## src/design/dsa_pkg.sv

```systemverilog
// shared constants for the source-active debug view
package dsa_pkg;
    // data and address widths of the register bus
    localparam int DATA_W = 32;
    localparam int ADDR_W = 8;
    // width of the byte count carried by one read or write step
    localparam int STEP_W = 16;
    // number of destination fifo register sets
    localparam int DST_SETS = 4;
    // byte offsets of the registers
    localparam logic [7:0] OFF_OPTS = 8'h00;
    localparam logic [7:0] OFF_SRC = 8'h04;
    localparam logic [7:0] OFF_DST_ADDR = 8'h08;
    localparam logic [7:0] OFF_STATUS = 8'h0c;
    localparam logic [7:0] OFF_SET_BASE = 8'h10;
    // implemented bits of the options word, all others read zero
    localparam logic [31:0] OPTS_MASK = 32'h0053_f773;
    // field positions inside the options word
    localparam int CHAIN_BIT = 22;
    localparam int INT_BIT = 20;
    localparam int CODE_LSB = 12;
    localparam int CODE_W = 6;
    localparam int FIFO_WIDTH_CODE_LSB = 8;
    localparam int FIFO_WIDTH_CODE_W = 3;
    localparam int URG_LSB = 4;
    localparam int URG_W = 3;
    localparam int DAM_BIT = 1;
    localparam int SAM_BIT = 0;
    // largest defined fifo width code (256 bits)
    localparam logic [2:0] FIFO_WIDTH_CODE_MAX = 3'h5;
    // reset values
    localparam logic [31:0] RESET_OPTS = 32'h0000_0000;
    localparam logic [31:0] RESET_ADDR = 32'h0000_0000;
    // avalon response codes
    localparam logic [1:0] RESP_OK = 2'h0;
    localparam logic [1:0] RESP_DECERR = 2'h3;
    // register bus handshake states
    typedef enum logic [0:0] {
        DSA_BUS_IDLE = 1'b0,
        DSA_BUS_ANSWER = 1'b1
    } dsa_bus_t;
endpackage

```

## src/design/dsa_step_if.sv

```systemverilog
`timescale 1ns/10ps
// one address stepping request and its result
interface dsa_step_if;
    // present address
    logic [31:0] cur;
    // bytes moved by the step
    logic [dsa_pkg::STEP_W-1:0] bytes;
    // constant addressing mode selected
    logic const_mode;
    // fifo width code
    logic [dsa_pkg::FIFO_WIDTH_CODE_W-1:0] fifo_width_code;
    // stepped address
    logic [31:0] next;
    modport owner (output cur, output bytes, output const_mode, output fifo_width_code, input next);
    modport stepper (input cur, input bytes, input const_mode, input fifo_width_code, output next);
endinterface

```

## src/design/dsa_source_active.sv

```systemverilog
`timescale 1ns/10ps
module dsa_source_active
#(
    parameter int SETS = dsa_pkg::DST_SETS
)
(
    // clock, reset and enable
    input wire logic clock_in,
    input wire logic reset_in,
    input wire logic ce_in,
    // avalon-mm register slave
    input wire logic [dsa_pkg::ADDR_W-1:0] avs_address_in,
    input wire logic avs_read_in,
    input wire logic avs_write_in,
    input wire logic [dsa_pkg::DATA_W-1:0] avs_writedata_in,
    input wire logic [3:0] avs_byteenable_in,
    output logic [dsa_pkg::DATA_W-1:0] avs_readdata_out,
    output logic [1:0] avs_response_out,
    output logic avs_waitrequest_out,
    // transfer request from the channel controller
    input wire logic tr_load_in,
    input wire logic [31:0] tr_options_in,
    input wire logic [31:0] tr_src_addr_in,
    input wire logic [31:0] tr_dst_addr_in,
    // read and write progress
    input wire logic read_done_in,
    input wire logic [dsa_pkg::STEP_W-1:0] read_bytes_in,
    input wire logic write_done_in,
    input wire logic [dsa_pkg::STEP_W-1:0] write_bytes_in,
    // destination fifo hand-off and retirement
    input wire logic dst_push_in,
    input wire logic dst_pop_in,
    // live state
    output logic [31:0] active_options_out,
    output logic [31:0] live_source_address_out,
    output logic [31:0] live_dest_address_out,
    output logic [$clog2(SETS):0] dst_sets_used_out,
    // completion report to the channel controller
    output logic completion_out,
    output logic [dsa_pkg::CODE_W-1:0] completion_code_out,
    output logic completion_chain_enable_out,
    output logic completion_interrupt_enable_out
);
    localparam int PTR_W = $clog2(SETS);

    // bus handshake state
    dsa_pkg::dsa_bus_t bus_state_reg;
    logic waitrequest_reg;
    logic [31:0] readdata_reg;
    logic [1:0] response_reg;
    // active options and live addresses
    logic [31:0] opts_reg;
    logic [31:0] src_reg;
    logic [31:0] dst_reg;
    // destination fifo register sets
    logic [31:0] set_opts_reg [SETS];
    logic [PTR_W-1:0] wr_ptr_reg;
    logic [PTR_W-1:0] rd_ptr_reg;
    logic [PTR_W:0] count_reg;
    // completion report
    logic done_reg;
    logic [dsa_pkg::CODE_W-1:0] code_reg;
    logic chain_reg;
    logic int_reg;
    // decoded read answer
    logic [31:0] read_value;
    logic addr_hit;
    // push and pop qualified by room and content
    logic push_ok;
    logic pop_ok;
    // options word popped from the fifo
    logic [31:0] pop_opts;

    // stepping links to the two stepper copies
    dsa_step_if src_step ();
    dsa_step_if dst_step ();

    assign src_step.cur = src_reg;
    assign src_step.bytes = read_bytes_in;
    assign src_step.const_mode = opts_reg[dsa_pkg::SAM_BIT];
    assign src_step.fifo_width_code = opts_reg[dsa_pkg::FIFO_WIDTH_CODE_LSB +: dsa_pkg::FIFO_WIDTH_CODE_W];
    assign dst_step.cur = dst_reg;
    assign dst_step.bytes = write_bytes_in;
    assign dst_step.const_mode = opts_reg[dsa_pkg::DAM_BIT];
    assign dst_step.fifo_width_code = opts_reg[dsa_pkg::FIFO_WIDTH_CODE_LSB +: dsa_pkg::FIFO_WIDTH_CODE_W];

    // source side address arithmetic
    dsa_addr_stepper src_stepper (
        .step (src_step.stepper)
    );

    // destination side address arithmetic
    dsa_addr_stepper dst_stepper (
        .step (dst_step.stepper)
    );

    assign push_ok = dst_push_in && (count_reg < (PTR_W+1)'(SETS));
    assign pop_ok = dst_pop_in && (count_reg != '0);
    assign pop_opts = set_opts_reg[rd_ptr_reg];

    // active options word, loaded only by the controller
    always_ff @(posedge clock_in or posedge reset_in)
    begin
        if (reset_in)
        begin
            opts_reg <= dsa_pkg::RESET_OPTS;
        end
        else if (ce_in && tr_load_in)
        begin
            opts_reg <= tr_options_in & dsa_pkg::OPTS_MASK;
        end
    end

    // live source address; a new request outranks a read step
    always_ff @(posedge clock_in or posedge reset_in)
    begin
        if (reset_in)
        begin
            src_reg <= dsa_pkg::RESET_ADDR;
        end
        else if (ce_in)
        begin
            if (tr_load_in)
            begin
                src_reg <= tr_src_addr_in;
            end
            else if (read_done_in)
            begin
                src_reg <= src_step.next;
            end
        end
    end

    // live destination address, stepped by completed writes
    always_ff @(posedge clock_in or posedge reset_in)
    begin
        if (reset_in)
        begin
            dst_reg <= dsa_pkg::RESET_ADDR;
        end
        else if (ce_in)
        begin
            if (tr_load_in)
            begin
                dst_reg <= tr_dst_addr_in;
            end
            else if (write_done_in)
            begin
                dst_reg <= dst_step.next;
            end
        end
    end

    // destination set storage
    // one register set per fifo entry; a push copies the active options
    for (genvar g = 0; g < SETS; g++)
    begin : g_set
        always_ff @(posedge clock_in or posedge reset_in)
        begin
            if (reset_in)
            begin
                set_opts_reg[g] <= dsa_pkg::RESET_OPTS;
            end
            else if (ce_in && push_ok && (wr_ptr_reg == PTR_W'(g)))
            begin
                set_opts_reg[g] <= opts_reg;
            end
        end
    end

    // fifo pointers and occupancy; a push into a full fifo is dropped
    always_ff @(posedge clock_in or posedge reset_in)
    begin
        if (reset_in)
        begin
            wr_ptr_reg <= '0;
            rd_ptr_reg <= '0;
            count_reg <= '0;
        end
        else if (ce_in)
        begin
            if (push_ok)
            begin
                wr_ptr_reg <= wr_ptr_reg + PTR_W'(1);
            end
            if (pop_ok)
            begin
                rd_ptr_reg <= rd_ptr_reg + PTR_W'(1);
            end
            if (push_ok && !pop_ok)
            begin
                count_reg <= count_reg + (PTR_W+1)'(1);
            end
            else if (pop_ok && !push_ok)
            begin
                count_reg <= count_reg - (PTR_W+1)'(1);
            end
        end
    end

    // completion report, one pulse per retired set
    always_ff @(posedge clock_in or posedge reset_in)
    begin
        if (reset_in)
        begin
            done_reg <= 1'b0;
            code_reg <= '0;
            chain_reg <= 1'b0;
            int_reg <= 1'b0;
        end
        else if (ce_in)
        begin
            done_reg <= pop_ok;
            if (pop_ok)
            begin
                code_reg <= pop_opts[dsa_pkg::CODE_LSB +: dsa_pkg::CODE_W];
                chain_reg <= pop_opts[dsa_pkg::CHAIN_BIT];
                int_reg <= pop_opts[dsa_pkg::INT_BIT];
            end
        end
    end

    // register read decode; unmapped or misaligned addresses miss
    always_comb
    begin
        read_value = '0;
        addr_hit = 1'b1;
        case (avs_address_in)
            dsa_pkg::OFF_OPTS:
            begin
                read_value = opts_reg;
            end
            dsa_pkg::OFF_SRC:
            begin
                read_value = src_reg;
            end
            dsa_pkg::OFF_DST_ADDR:
            begin
                read_value = dst_reg;
            end
            dsa_pkg::OFF_STATUS:
            begin
                read_value = 32'(count_reg);
            end
            default:
            begin
                // sets sit at consecutive words after the base
                if ((avs_address_in >= dsa_pkg::OFF_SET_BASE) &&
                    (avs_address_in < dsa_pkg::OFF_SET_BASE + 8'(4 * SETS)) &&
                    (avs_address_in[1:0] == 2'h0))
                begin
                    read_value = set_opts_reg[PTR_W'((avs_address_in -
                        dsa_pkg::OFF_SET_BASE) >> 2)];
                end
                else
                begin
                    addr_hit = 1'b0;
                end
            end
        endcase
    end

    // avalon handshake: one wait cycle, then the answer for one cycle
    always_ff @(posedge clock_in or posedge reset_in)
    begin
        if (reset_in)
        begin
            bus_state_reg <= dsa_pkg::DSA_BUS_IDLE;
            waitrequest_reg <= 1'b1;
            readdata_reg <= '0;
            response_reg <= dsa_pkg::RESP_OK;
        end
        else if (ce_in)
        begin
            case (bus_state_reg)
                dsa_pkg::DSA_BUS_IDLE:
                begin
                    if (avs_read_in || avs_write_in)
                    begin
                        readdata_reg <= avs_read_in ? read_value : '0;
                        response_reg <= addr_hit ? dsa_pkg::RESP_OK : dsa_pkg::RESP_DECERR;
                        waitrequest_reg <= 1'b0;
                        bus_state_reg <= dsa_pkg::DSA_BUS_ANSWER;
                    end
                end
                dsa_pkg::DSA_BUS_ANSWER:
                begin
                    // master releases at this edge; stall any new request once
                    waitrequest_reg <= 1'b1;
                    bus_state_reg <= dsa_pkg::DSA_BUS_IDLE;
                end
                default:
                begin
                    waitrequest_reg <= 1'b1;
                    bus_state_reg <= dsa_pkg::DSA_BUS_IDLE;
                end
            endcase
        end
    end

    // outputs straight from flip-flops
    assign avs_readdata_out = readdata_reg;
    assign avs_response_out = response_reg;
    assign avs_waitrequest_out = waitrequest_reg;
    assign active_options_out = opts_reg;
    assign live_source_address_out = src_reg;
    assign live_dest_address_out = dst_reg;
    assign dst_sets_used_out = count_reg;
    assign completion_out = done_reg;
    assign completion_code_out = code_reg;
    assign completion_chain_enable_out = chain_reg;
    assign completion_interrupt_enable_out = int_reg;
endmodule // dsa_source_active

```

## src/design/dsa_addr_stepper.sv

```systemverilog
`timescale 1ns/10ps
// combinational address stepper shared by the source and destination side
module dsa_addr_stepper
(
    // step request and result
    dsa_step_if.stepper step
);
    // byte mask of the fifo window
    logic [31:0] win_mask;
    // plain incremented address
    logic [31:0] sum;
    // width code after reserved codes are folded
    logic [dsa_pkg::FIFO_WIDTH_CODE_W-1:0] width_code;

    // next address from mode and width
    always_comb
    begin
        // reserved width codes
        // codes 6 and 7 are undefined; fold them to the narrowest window
        if (step.fifo_width_code > dsa_pkg::FIFO_WIDTH_CODE_MAX)
        begin
            width_code = '0;
        end
        else
        begin
            width_code = step.fifo_width_code;
        end
        // width code decode
        // code n gives a window of 2**n bytes, 8 to 256 bits
        win_mask = (32'h0000_0001 << width_code) - 32'h0000_0001;
        sum = step.cur + 32'(step.bytes);
        if (step.const_mode)
        begin
            // wrap inside the window, upper bits never move
            step.next = (step.cur & ~win_mask) | (sum & win_mask);
        end
        else
        begin
            // plain increment through the array
            step.next = sum;
        end
    end
endmodule // dsa_addr_stepper

```

## config.mk

```make
export PLATFORM = sky130hd
export DESIGN_NAME = dsa_source_active
export DESIGN_NICKNAME = d
export VERILOG_FILES = /design/src/design/dsa_pkg.sv /design/src/design/dsa_step_if.sv /design/src/design/dsa_source_active.sv /design/src/design/dsa_addr_stepper.sv
export SDC_FILE = /design/constraint.sdc
export NUM_CORES = 1
export LEC_CHECK = 0
export BUFFER_PORTS_ARGS = -buffer_cell sky130_fd_sc_hd__buf_2
export CAP_MARGIN = 20
export CORE_AREA = 2 2 160 162
export DETAILED_ROUTE_END_ITERATION = 7
export DIE_AREA = 0 0 162 164
export MAX_ROUTING_LAYER = met4
export PLACE_DENSITY = 0.76
export SKIP_LAST_GASP = 1
export SLEW_MARGIN = 20
export SYNTH_ARGS = -nofsm -noshare
export SYNTH_HDL_FRONTEND = slang
export SYNTH_SLANG_ARGS = --single-unit
```

## constraint.sdc

```tcl
create_clock -name clock_in -period 6.4 [get_ports clock_in]
set_clock_uncertainty 0.2 [all_clocks]
set_input_delay 0.64 -clock clock_in [delete_from_list [all_inputs] [get_ports clock_in]]
set_output_delay 0.64 -clock clock_in [all_outputs]
set_load 0.01 [all_outputs]
```

* Word-level counts from Yosys, hierarchy flattened *
Cells that the tools add are included.

word-level totals
  register bits after elaboration = 196
  input port bits = 182
  output and inout bits = 143
  word-level logic and storage cells = 105

cells by class
  add/sub/neg operators = 8
  $lt $le $gt $ge = 6
  equality and inequality tests = 7
  shift-type cells = 1
  multiplexer cells = 25
  bitwise operators = 10
  reduce and logical (&&, ||, !) cells = 30

operator list
  kind                   number
  $mux 32                10
  $and 32x32->32         4
  $bmux 32 s2            2
  $pmux 32 s4            1
  $add 32x16->32         2
  $or 32x32->32          2
  $mux 23                2
  $not 32->32            1
  $shl 1x3->32 const A   1
  $sub 32x1->32 const B  1
  $eq 8x4->1 const B     2
  $logic_and 1x1->1      12
  $reduce_and 2->1       6
  $mux 3                 3
  $eq 8x3->1 const B     1
  $ge 8x5->1 const B     1
  $logic_not 8->1        1
  $lt 8x6->1 const B     1
  $ge 3x3->1 const B     2
  $not 2->3              2
  $reduce_bool 2->1      3
  $add 2x1->2 const B    2
  $eq 2x2->1 const B     2
  $logic_not 2->1        2
  other kinds (16)       21

* Logic depth before layout (Yosys ltp) *
Gate-level depths: netlist (run 1).

  depth after elaboration = 10
  depth in mapped cells = 11
  mapped depth without buffers = 11

* Cells and area by module *
Synthesis (run 1) repeated with hierarchy kept, for this count alone.

unflattened totals
  cell total of the unflattened synthesis = 1,154
  area total of the unflattened synthesis = 12,344.3 µm²

modules (own cells, without submodules)
  module                          instances  cells each  area each (µm²)  sequential area each (µm²)
  dsa_source_active               1          715         9,301.4          4,880.9
  dsa_addr_stepper (dst_stepper)  1          219         1,562.7          0.0
  dsa_addr_stepper (src_stepper)  1          220         1,480.2          0.0

* Worst setup path before layout (run 1) *
No wires, ideal clock.

  path kind = input-to-reg
  start point = input write_bytes_in[0] (netlist name)
  end point = register (tool-made name)
  setup time = 0.069 ns
  arrival time = 2.862 ns
  required time = 6.131 ns
  path slack = 3.269 ns
  cell stages on the path = 11
  buffers on the path = 0
  cells stage by stage = ha_1 > inv_1 > fa_1 > and2b_1 > o2111ai_1 > a211o_1 > a21o_1 > o21ai_4 > nand2_2 > or4_1 > nand3_1

RTL lines
  what             RTL line                 text
  start, declared  dsa_source_active.sv:29  input wire logic [dsa_pkg::STEP_W-1:0] write_bytes_in,

==> out/qor_table.md, run 1 <==
| Quantity | This run | Unit |
| --- | --- | --- |
| Headroom to the max-slew limit | 33.3 | % |
| Cell chosen for the clock root | sky130_fd_sc_hd__clkbuf_16 | - |
| Number of antenna violations at the first check in global routing | 4 | - |
| Die span in y | 164 | µm |
| Final nets | 1,645 | - |
| Per-cell via count in the routed design | 6.11 | - |
| Number of flops mapped to enable cells by yosys | 0 | - |
| Sequential fraction of the synthesis area | 41.7 | % |
| Final max-slew violation count | 0 | - |
| Total clock buffers created by CTS | 17 | - |
| Top cells by area, synth | sky130_fd_sc_hd__dfrtp_1 42%, sky130_fd_sc_hd__mux2_2 8.0%, sky130_fd_sc_hd__mux4_2 5.0% | - |
| Final setup margin | 2730 | ps |
| PwrDens | 360 | nW/µm² |
| Share of layout cells above drive strength 1 | 29.6 | % |
| Iteration-0 DRC Markers | 1,245 | - |
| Instance count along the most critical hold path | 3 | - |
| Total standard cell area after synthesis | 11,700 | µm² |
| Number of top-level design ports | 325 | - |
| I/O Buffers | 256 | - |
| Area of the multi-input gates | 6350 | µm² |
| Non-Filler Instances | 1,768 | - |
| Post-detailed-route count of antenna-violating nets | 0 | - |
| Unrepaired setup endpoints after global routing | no | - |
| Pre-CTS setup slack | 2320 | ps |
| Number of hold violations in the final report | 0 | - |
| Post-route cell area | 13,800 | µm² |
| Standard-cell row count | 58 | - |
| Reg-to-reg slack, setup | 2840 | ps |
| Maximum achievable frequency | 272 | MHz |
| Share of synthesized registers carrying an async set or reset | 100 | % |
| Total setup violations reported at the end of the flow | 0 | - |
| Area grow syn2layout | 17.6 | % |
| Number of clock sinks seen by CTS | 195 | - |
| Placed cell areas | 13,100 | µm² |
| HP Class | in -> reg | - |
| Clock tree from TritonCTS | yes | - |
| Post-cts repair resize count | 0 | - |
| Leading area contributor after synthesis | sky130_fd_sc_hd__dfrtp_1 | - |
| Required @ worst endpoint | 6560 | ps |
| Overall via count from detail_route | 10,800 | - |
| Number of optimization iterations in the first detailed-route pass | 5 | - |
| Number of setup buffers added after CTS | 0 | - |
| Global Route Usage Sum | 30.4 | % |
| Max-Cap Viols | 0 | - |
| Critical Path Source Type | input port | - |
| CP endpoint kind | flip-flop | - |
| Fill cells | 2,208 | - |
| Instance count of the mapped netlist | 1,204 | - |
| Routability congestion estimate | 0.936 | - |
| Detailed-placement wirelength estimate | 28.6 | mm |
| Commonest register cell after synthesis | sky130_fd_sc_hd__dfrtp_1 | - |
| Later-pin clock latency in the skew report | 450 | ps |
| Hold_buf cts | 0 | - |
| Status | completed | - |
| DIE WIDTH | 162 | µm |
| Total detailed-routing wirelength | 39.1 | mm |
| WL/cell | 22.1 | µm |
| Slew at the pin closest to its max-slew limit | 1000 | ps |
| Warnings, synthesis | 0 | - |
| Total Power Consumption | 4.96 | mW |
| Final cycle utilization of the critical path | 57.4 | % |
| IR Drop Worst-Case VDD | 0.156 | mV |
| Max H-tree Level | 4 | - |
| Inst Count DP | 1,732 | - |
| Initial Util | 47.1 | % |
| Aggregate negative setup slack | 0 | ps |
| Per-instance average area after synthesis | 9.72 | µm² |
| Cell leakage power | 6.45 | nW |
| Register bit total from synthesis | 195 | - |
| Register cell area after layout | 4880 | µm² |
| Placeable core region | 24,800 | µm² |
| Clock transition at the registers of the reported paths | 80 | ps |
| Drc violations | 0 | - |
| Global-route wire length before repair | 59.5 | mm |
| Type of the worst setup path | in -> reg | - |
| Tmin final | 3670 | ps |
| Number of global-route vias before repair | 10,300 | - |
| Share of Yosys cell area claimed by the top area cell type | 41.5 | % |
| Die outline area | 26,600 | µm² |
| Gr ovfl total | 0 | - |
| Worst-case reg-to-reg path depth | 11 | - |
| CP Data Arrival Time | 3830 | ps |
| Count of unique library cells instantiated by Yosys | 79 | - |
| Crit-path max FO | 49 | - |
| Number of buffers on the longest clock path | 2 | - |
| Pin count of the biggest net entering global routing | 139 | - |
kinds of logic after synthesis:
family	Yosys count	share of synthesized area, %
AND/OR/NAND/NOR	361	14.2
AO/OA/AOI/OAI	346	19.1
flip-flops	195	41.7
multiplexers	116	13.6
buffers and inverters	114	4.51
adder cells (fa/ha/maj)	42	4.69
XOR/XNOR	28	2.10
other	2	0.0642
routing by layer:
layer  vias to the layer above  share of wire, %  track usage (%)
met4                         0               4.7             15.1
met2                       585                45             45.4
li1                       4840                 -                -
met5                         -                 0                -
met3                       107               8.3             4.82
met1                      5266                42             40.5
cells in the mapped netlist, types with 4 or more instances:
| master | number |
|---|---|
| sky130_fd_sc_hd__o311ai_0 | 5 |
| sky130_fd_sc_hd__and3_1 | 15 |
| sky130_fd_sc_hd__xor2_1 | 10 |
| sky130_fd_sc_hd__a211oi_1 | 11 |
| sky130_fd_sc_hd__mux4_2 | 26 |
| sky130_fd_sc_hd__xnor2_1 | 18 |
| sky130_fd_sc_hd__clkbuf_1 | 49 |
| sky130_fd_sc_hd__nor2b_1 | 10 |
| sky130_fd_sc_hd__ha_1 | 39 |
| sky130_fd_sc_hd__or4_1 | 7 |
| sky130_fd_sc_hd__o211ai_1 | 7 |
| sky130_fd_sc_hd__nand2b_1 | 6 |
| sky130_fd_sc_hd__a31oi_1 | 19 |
| sky130_fd_sc_hd__o31ai_1 | 5 |
| sky130_fd_sc_hd__nand4_1 | 6 |
| sky130_fd_sc_hd__mux2i_1 | 7 |
| sky130_fd_sc_hd__a21oi_1 | 96 |
| sky130_fd_sc_hd__a22oi_1 | 22 |
| sky130_fd_sc_hd__o21a_1 | 10 |
| sky130_fd_sc_hd__or3_1 | 7 |
| sky130_fd_sc_hd__dfrtp_1 | 194 |
| sky130_fd_sc_hd__o22ai_1 | 6 |
| sky130_fd_sc_hd__mux2_2 | 83 |
| sky130_fd_sc_hd__nand3_1 | 29 |
| sky130_fd_sc_hd__buf_2 | 8 |
| sky130_fd_sc_hd__inv_1 | 29 |
| sky130_fd_sc_hd__and2_1 | 9 |
| sky130_fd_sc_hd__nor2_1 | 85 |
| sky130_fd_sc_hd__buf_1 | 4 |
| sky130_fd_sc_hd__a221oi_1 | 18 |
| sky130_fd_sc_hd__buf_4 | 20 |
| sky130_fd_sc_hd__a22o_1 | 8 |
| sky130_fd_sc_hd__nor4_1 | 4 |
| sky130_fd_sc_hd__a2111oi_0 | 4 |
| sky130_fd_sc_hd__a21o_1 | 15 |
| sky130_fd_sc_hd__nand2_1 | 155 |
| sky130_fd_sc_hd__o21ai_1 | 7 |
| sky130_fd_sc_hd__nor3_1 | 15 |
| sky130_fd_sc_hd__o21ai_0 | 74 |
worst paths after layout:
kind | to | start
max in group asynchronous | set_opts_reg[78] | reset_in
hold reg to reg | avs_readdata_out[17] | avs_readdata_out[17]
setup reg to reg | flip-flop | flip-flop
min in group asynchronous | completion_code_out[4] | reset_in
setup / recovery | flip-flop | tr_load_in
hold / removal | active_options_out[4] | tr_options_in[4]
where the power goes:
| group | internal, mW | switching, mW |
|---|---|---|
| Sequential | 1.59 | 0.448 |
| Clock | 0.598 | 0.543 |
| Combinational | 0.869 | 0.912 |
layout make-up:
cell class / instances / share of cell area [%]
timing repair buffer: 265 / 9.81
sequential: 195 / 35.5
multi-input combinational: 911 / 46.2
antenna: 4 / 0.0728
inverter: 31 / 0.901
clock buffer: 17 / 3.09
clock inverter: 15 / 1.42
tap: 330 / 3.00
worst max-delay path, cell delays in order:
cell	delay (ps)
sky130_fd_sc_hd__buf_2	690
sky130_fd_sc_hd__clkinv_1	820
sky130_fd_sc_hd__nor2_2	840
sky130_fd_sc_hd__buf_4	430
sky130_fd_sc_hd__nand2_1	100
sky130_fd_sc_hd__nand3_1	100
sky130_fd_sc_hd__a21oi_1	50
sky130_fd_sc_hd__mux2i_1	140
metrics by stage:
stage                     util, %  hold slack (ps)
after global placement       52.9              257
after CTS                    55.4              167
after global routing         55.4              171
after floorplan                 -              245
after detailed placement     52.9              272
final                        55.4              171
cells in the final DEF, fill, tap and decap left out, types with 7 or more instances in the layout:
| cell type | Yosys | layout |
|---|---|---|
| sky130_fd_sc_hd__xnor2_1 | 18 | 18 |
| sky130_fd_sc_hd__a21o_1 | 15 | 15 |
| sky130_fd_sc_hd__mux2i_1 | 7 | 7 |
| sky130_fd_sc_hd__o21a_1 | 10 | 10 |
| sky130_fd_sc_hd__ha_1 | 39 | 39 |
| sky130_fd_sc_hd__dfrtp_1 | 194 | 194 |
| sky130_fd_sc_hd__o21ai_0 | 74 | 73 |
| sky130_fd_sc_hd__a31oi_1 | 19 | 19 |
| sky130_fd_sc_hd__and3_1 | 15 | 15 |
| sky130_fd_sc_hd__or4_1 | 7 | 7 |
| sky130_fd_sc_hd__mux2_2 | 83 | 83 |
| sky130_fd_sc_hd__buf_4 | 20 | 9 |
| sky130_fd_sc_hd__inv_1 | 29 | 28 |
| sky130_fd_sc_hd__buf_2 | 8 | 256 |
| sky130_fd_sc_hd__a221oi_1 | 18 | 18 |
| sky130_fd_sc_hd__o21ai_1 | 7 | 8 |
| sky130_fd_sc_hd__a211oi_1 | 11 | 11 |
| sky130_fd_sc_hd__conb_1 | 2 | 18 |
| sky130_fd_sc_hd__a22oi_1 | 22 | 22 |
| sky130_fd_sc_hd__nand2_1 | 155 | 155 |
| sky130_fd_sc_hd__nor2_1 | 85 | 84 |
| sky130_fd_sc_hd__nand3_1 | 29 | 29 |
| sky130_fd_sc_hd__nor3_1 | 15 | 15 |
| sky130_fd_sc_hd__and2_1 | 9 | 9 |
| sky130_fd_sc_hd__mux4_2 | 26 | 26 |
| sky130_fd_sc_hd__clkbuf_16 | 0 | 17 |
| sky130_fd_sc_hd__nor2b_1 | 10 | 10 |
| sky130_fd_sc_hd__or3_1 | 7 | 7 |
| sky130_fd_sc_hd__xor2_1 | 10 | 10 |
| sky130_fd_sc_hd__a22o_1 | 8 | 8 |
| sky130_fd_sc_hd__o211ai_1 | 7 | 7 |
| sky130_fd_sc_hd__a21oi_1 | 96 | 95 |
Power figures use the tool's default switching activity.
==> inputs of run 2 (changes only) <==
- CORE_AREA: 2 2 160 162 -> 2 2 152 154
- DIE_AREA: 0 0 162 164 -> 0 0 154 156
- PLACE_DENSITY: 0.76 -> 0.8
- clock period: 6.4 -> 3.7 ns (I/O delays scaled with it)
==> out/qor_table.md, run 2 (synthesis gave the netlist of run 1 again) <==
| Quantity | This run | Unit |
| --- | --- | --- |
| Worst-case reg-to-reg path depth | 11 | - |
| Maximum achievable frequency | 295 | MHz |
| Total net switching power | 3.34 | mW |
| DIE WIDTH | 154 | µm |
| Initial Util | 52.3 | % |
| Cell leakage power | 6.66 | nW |
| Fill cells | 1,845 | - |
| CP Data Arrival Time | 3530 | ps |
| Number of hold violations in the final report | 0 | - |
| Aggregate negative setup slack | 0 | ps |
| Number of antenna violations at the first check in global routing | 3 | - |
| Layout Utilization | 63.2 | % |
| Total clock buffers created by CTS | 17 | - |
| Post-route cell area | 14,100 | µm² |
| Total detailed-routing wirelength | 40.2 | mm |
| Type of the worst setup path | reg -> reg | - |
| Clk pwr share | 21.7 | % |
| CP endpoint kind | flip-flop | - |
| Required @ worst endpoint | 3840 | ps |
| Part of the power in combinational logic | 37.1 | % |
| Pin count of the biggest net entering global routing | 63 | - |
| Number of top-level design ports | 325 | - |
| Overall via count from detail_route | 11,000 | - |
| Number of buffers on the longest clock path | 2 | - |
| Most common cell on crit path | sky130_fd_sc_hd__o21ai_1 | - |
| I/O Buffers | 256 | - |
| Post-detailed-route count of antenna-violating nets | 0 | - |
| Reg-to-reg slack, setup | 310 | ps |
| Max-Cap Viols | 0 | - |
| Final max-slew violation count | 0 | - |
| Drc violations | 0 | - |
| PwrDens | 606 | nW/µm² |
| Crit path buf inv count | 1 | - |
| Fraction of power spent switching nets | 39.0 | % |
| Total setup violations reported at the end of the flow | 0 | - |
| Largest stage delay on the critical path | 430 | ps |
| Global Route met3 Usage | 5.72 | % |
| Kind of cell adding the most delay to the critical path | compound AO/OA/AOI/OAI gates | - |
| Post-cts repair resize count | 0 | - |
| WL/cell | 22.7 | µm |
| Number of clock sinks seen by CTS | 195 | - |
| Die outline area | 24,000 | µm² |
| Status | completed | - |
| Commonest cells after routing, fill and taps aside | 256 x sky130_fd_sc_hd__buf_2, 194 x sky130_fd_sc_hd__dfrtp_1, 155 x sky130_fd_sc_hd__nand2_1 | - |
| Final cycle utilization of the critical path | 91.6 | % |
| Levels on crit path | 11 | - |
| Slew at the pin closest to its max-slew limit | 1090 | ps |
| GRT busiest layer | met2 | - |
| Number of global-route vias before repair | 10,700 | - |
| Flop pwr share | 41.2 | % |
| Placed cell areas | 13,300 | µm² |
| Internal Power | 5.22 | mW |
| Global routing usage on met1 | 45.1 | % |
| Tmin final | 3390 | ps |
| Unrepaired setup endpoints after global routing | no | - |
| Gr ovfl total | 0 | - |
| Cell type of the slowest stage on the worst timing path | sky130_fd_sc_hd__dfrtp_1 | - |
| Headroom to the max-slew limit | 26.7 | % |
| Share of layout cells above drive strength 1 | 29.8 | % |
| Global-route wire length before repair | 60.9 | mm |
| Die span in y | 156 | µm |
| Crit-path max FO | 5 | - |
| Cell-by-cell trace of the critical path | ha_1 -> inv_1 -> fa_1 -> nor2b_1 -> o31a_1 -> o21ai_1 -> o21ai_1 -> a41oi_1 -> nor3_1 -> o21ai_0 -> a22o_1 | - |
| Standard-cell row count | 55 | - |
| Routability congestion estimate | 0.962 | - |
| Clock transition at the registers of the reported paths | 80 | ps |
| Iteration-0 DRC Markers | 1,063 | - |
| Placeable core region | 22,400 | µm² |
| Detailed-placement wirelength estimate | 29.2 | mm |
| Most common cell after layout, fill and taps aside | sky130_fd_sc_hd__buf_2 | - |
| Later-pin clock latency in the skew report | 450 | ps |
| Critical Path Source Type | flip-flop | - |
| Max H-tree Level | 4 | - |
| Global Route Usage Sum | 34.2 | % |
| Met2 layer usage reported by global route | 52.3 | % |
| IR Drop Worst-Case VDD | 0.278 | mV |
| HP Class | in -> reg | - |
| Number of optimization iterations in the first detailed-route pass | 5 | - |
| Cell chosen for the clock root | sky130_fd_sc_hd__clkbuf_16 | - |
| Final nets | 1,693 | - |
| Area grow syn2layout | 20.8 | % |
| Per-cell via count in the routed design | 6.23 | - |
| Instance count along the most critical hold path | 3 | - |
| Clock tree from TritonCTS | yes | - |
## run 2: cell types whose count changed in the layout (fill, tap and decap cells not counted), moves of 2 or more
| cell | change |
|---|---|
| sky130_fd_sc_hd__clkbuf_8 | +2 |
| sky130_fd_sc_hd__clkinvlp_4 | +2 |
| sky130_fd_sc_hd__bufinv_16 | -2 |
| sky130_fd_sc_hd__buf_4 | +15 |
| sky130_fd_sc_hd__clkinv_8 | -2 |
| sky130_fd_sc_hd__clkbuf_1 | +2 |
| sky130_fd_sc_hd__buf_12 | +5 |
| sky130_fd_sc_hd__clkinv_2 | -2 |
| sky130_fd_sc_hd__dlygate4sd3_1 | +28 |
## run 2: what timing repair did
item | 4_1_cts | 5_1_grt
endpoints found under the hold margin | 64 | 0
setup buffers | 0 | 0
hold buffers | 28 | 0
## run 2: metal layers
layer,vias up,wire (µm)
met5,-,0
met4,0,1620
met3,99,3390
met2,632,18500
met1,5359,16700
li1,4952,-
## run 2: final timing paths
check,startpoint,to
worst max register to register,flip-flop,flip-flop
max in group asynchronous,reset_in,set_opts_reg[10]
worst min-delay path,tr_options_in[1],active_options_out[1]
min in group asynchronous,reset_in,completion_chain_enable_out
worst max-delay path,flip-flop,flip-flop
worst min register to register,avs_readdata_out[7],avs_readdata_out[7]
## run 2: power by group through the flow
| stage | sequential (mW) | clock (mW) | combinational [mW] |
|---|---|---|---|
| 2_1_floorplan | 3.29 | 0 | 2.18 |
| 3_3_place_gp | 3.47 | 0 | 3.01 |
| 3_5_place_dp | 3.52 | 0 | 3.08 |
| 4_1_cts | 3.50 | 1.86 | 3.14 |
| 5_1_grt | 3.59 | 1.94 | 3.45 |
| 6_report | 3.53 | 1.86 | 3.17 |
## run 2: worst register-to-register path, delay by kind of cell (launching register included)
kind,cells,cell delay (ps)
and+or+nand+nor,2,580
adders and majority gates,2,630
buffers and inverters,1,80
AOI/OAI and AO/OA,6,1360
DFF,1,430
## run 2: cell type report
cell class | count | area [µm²] | share of cell area (%)
inverter | 31 | 120 | 0.850
clock buffer | 21 | 460 | 3.26
sequential | 195 | 4880 | 34.5
tap | 285 | 357 | 2.52
antenna | 5 | 12.5 | 0.0885
multi-input combinational | 911 | 6350 | 44.9
timing repair buffer | 313 | 1840 | 13.0
clock inverter | 11 | 109 | 0.770
## run 2: per-stage QoR
step	std cells	setup WS (ps)	hold WS, ps	total power, mW
finish	1772	309	9.04	8.56
global route	1770	133	14.0	8.99
CTS	1766	405	1.00	8.50
detailed placement	1706	448	269	6.60
global placement	1706	537	260	6.47
floorplan	1220	612	245	5.48
==> inputs of run 3 (changes only) <==
- CORE_AREA: 2 2 152 154 -> 2 2 181 130
- DIE_AREA: 0 0 154 156 -> 0 0 183 132
==> out/qor_table.md, run 3 (synthesis gave the netlist of run 1 again) <==
| Quantity | This run | Unit |
| --- | --- | --- |
| Clock tree from TritonCTS | yes | - |
| Maximum achievable frequency | 296 | MHz |
| Unrepaired setup endpoints after global routing | no | - |
| Global-route wire length before repair | 61.7 | mm |
| CP Data Arrival Time | 3500 | ps |
| Non-Filler Instances | 1,767 | - |
| Clock transition at the registers of the reported paths | 90 | ps |
| Standard-cell row count | 46 | - |
| Final nets | 1,688 | - |
| Status | finished with violations | - |
| Number of hold violations in the final report | 1 | - |
| Cell-by-cell trace of the critical path | ha_1 -> inv_1 -> fa_1 -> nor2b_1 -> o31a_1 -> o21ai_1 -> o21ai_1 -> a41oi_1 -> nor3_1 -> o21ai_0 -> a22o_1 | - |
| CP endpoint kind | flip-flop | - |
| Fill cells | 1,840 | - |
| Inst Count DP | 1,705 | - |
| Number of top-level design ports | 325 | - |
| I/O Buffers | 256 | - |
| Max-Cap Viols | 0 | - |
| PwrDens | 610 | nW/µm² |
| Initial Util | 52.4 | % |
| Total setup violations reported at the end of the flow | 0 | - |
| Fin Hold WS | -3.26 | ps |
| Crit path buf inv count | 1 | - |
| Routability congestion estimate | 0.927 | - |
| Most common cell on crit path | sky130_fd_sc_hd__o21ai_1 | - |
| Post-route cell area | 14,100 | µm² |
| DIE WIDTH | 183 | µm |
| Required @ worst endpoint | 3820 | ps |
| Total detailed-routing wirelength | 40.1 | mm |
| Kind of cell adding the most delay to the critical path | compound AO/OA/AOI/OAI gates | - |
| Global Route Usage Sum | 34.5 | % |
| Headroom to the max-slew limit | 34.9 | % |
| Area of the multi-input gates | 6370 | µm² |
| Final cycle utilization of the critical path | 91.2 | % |
| Final max-slew violation count | 0 | - |
| Share of layout cells above drive strength 1 | 29.7 | % |
| Pin count of the biggest net entering global routing | 67 | - |
| Total clock buffers created by CTS | 17 | - |
| Slew at the pin closest to its max-slew limit | 977 | ps |
| Placeable core region | 22,300 | µm² |
| Placed cell areas | 13,200 | µm² |
| Most common cell after layout, fill and taps aside | sky130_fd_sc_hd__buf_2 | - |
| HP Class | in -> reg | - |
| Critical Path Source Type | flip-flop | - |
| Per-cell via count in the routed design | 6.21 | - |
| Number of global-route vias before repair | 10,400 | - |
| Aggregate negative setup slack | 0 | ps |
| Detailed-placement wirelength estimate | 29.8 | mm |
| Drc violations | 0 | - |
| Number of setup buffers added after CTS | 0 | - |
| Violations in the final reports | negative hold slack | - |
| Number of optimization iterations in the first detailed-route pass | 5 | - |
| Cell type of the slowest stage on the worst timing path | sky130_fd_sc_hd__dfrtp_1 | - |
| Register cell area after layout | 4880 | µm² |
| Tmin final | 3380 | ps |
| Die outline area | 24,200 | µm² |
| Largest stage delay on the critical path | 410 | ps |
| Type of the worst setup path | reg -> reg | - |
| Later-pin clock latency in the skew report | 450 | ps |
| Post-detailed-route count of antenna-violating nets | 0 | - |
| Number of clock sinks seen by CTS | 195 | - |
| Number of buffers on the longest clock path | 2 | - |
| WL/cell | 22.7 | µm |
| Iteration-0 DRC Markers | 1,177 | - |
| IR Drop Worst-Case VDD | 0.364 | mV |
| Number of antenna violations at the first check in global routing | 3 | - |
| Overall via count from detail_route | 11,000 | - |
| Cell leakage power | 6.63 | nW |
| Max H-tree Level | 4 | - |
| Gr ovfl total | 0 | - |
| Cell chosen for the clock root | sky130_fd_sc_hd__clkbuf_16 | - |
| Commonest cells after routing, fill and taps aside | 256 x sky130_fd_sc_hd__buf_2, 194 x sky130_fd_sc_hd__dfrtp_1, 155 x sky130_fd_sc_hd__nand2_1 | - |
| Crit-path max FO | 5 | - |
| Area grow syn2layout | 20.6 | % |
| Die span in y | 132 | µm |
run 3: cell types whose count changed in the layout (fill, tap and decap cells not counted), moves of 2 or more:
cell | before | now
sky130_fd_sc_hd__diode_2 | 5 | 3
sky130_fd_sc_hd__clkbuf_1 | 2 | 0
sky130_fd_sc_hd__buf_12 | 5 | 2
sky130_fd_sc_hd__buf_4 | 24 | 22
sky130_fd_sc_hd__clkinv_8 | 1 | 3
run 3: final cells by class:
class	instances	share of cell area, %
Antenna cell	3	0.0532
Clock buffer	18	3.11
Clock inverter	13	1.15
Inverter	31	0.852
Multi-Input combinational cell	911	45.1
Sequential cell	195	34.6
Tap cell	288	2.55
Timing Repair Buffer	308	12.5
run 3: worst min-delay path, stage by stage:
cell and delay (ps):
sky130_fd_sc_hd__buf_2 80, sky130_fd_sc_hd__o22ai_1 50, sky130_fd_sc_hd__a21oi_1 110
run 3: repair_timing:
item	4_1_cts	5_1_grt
gates resized for setup	0	0
hold buffers	28	0
endpoints found under the hold margin	38	0
run 3: path summary, 6_finish.rpt:
kind                                      start                    endpoint  slack [ps]  cells past startpoint
max reg2reg                           flip-flop                   flip-flop         320                     11
min                          tr_dst_addr_in[13]                   flip-flop          -3                      3
max in group asynchronous              reset_in         avs_waitrequest_out        2250                      4
max                                   flip-flop                   flip-flop         320                     11
min in group asynchronous              reset_in  asynchronous set/reset pin         270                      3
min reg2reg                avs_readdata_out[30]        avs_readdata_out[30]         280                      2
run 3: stage by stage:
step / util, % / setup slack (ps) / power [mW]
global placement: 59.1 / 462 / 6.49
floorplan: - / 612 / 5.48
finish: 63.2 / 325 / 8.61
global route: 63.2 / 102 / 9.09
CTS: 63.1 / 388 / 8.54
detailed placement: 59.1 / 408 / 6.61
run 3: power by group:
part	internal [mW]	total [mW]	switching, mW
Clock	0.982	1.93	0.945
Sequential	2.75	3.54	0.797
Combinational	1.54	3.14	1.60
run 3: per-layer routing:
layer | vias to the layer above | GRT usage (%) | part of all wire, %
met3 | 46 | 7.87 | 11
met1 | 5372 | 49.8 | 44
li1 | 4936 | - | -
met5 | - | - | 0
met4 | 0 | 8.18 | 1.8
met2 | 618 | 49.5 | 43
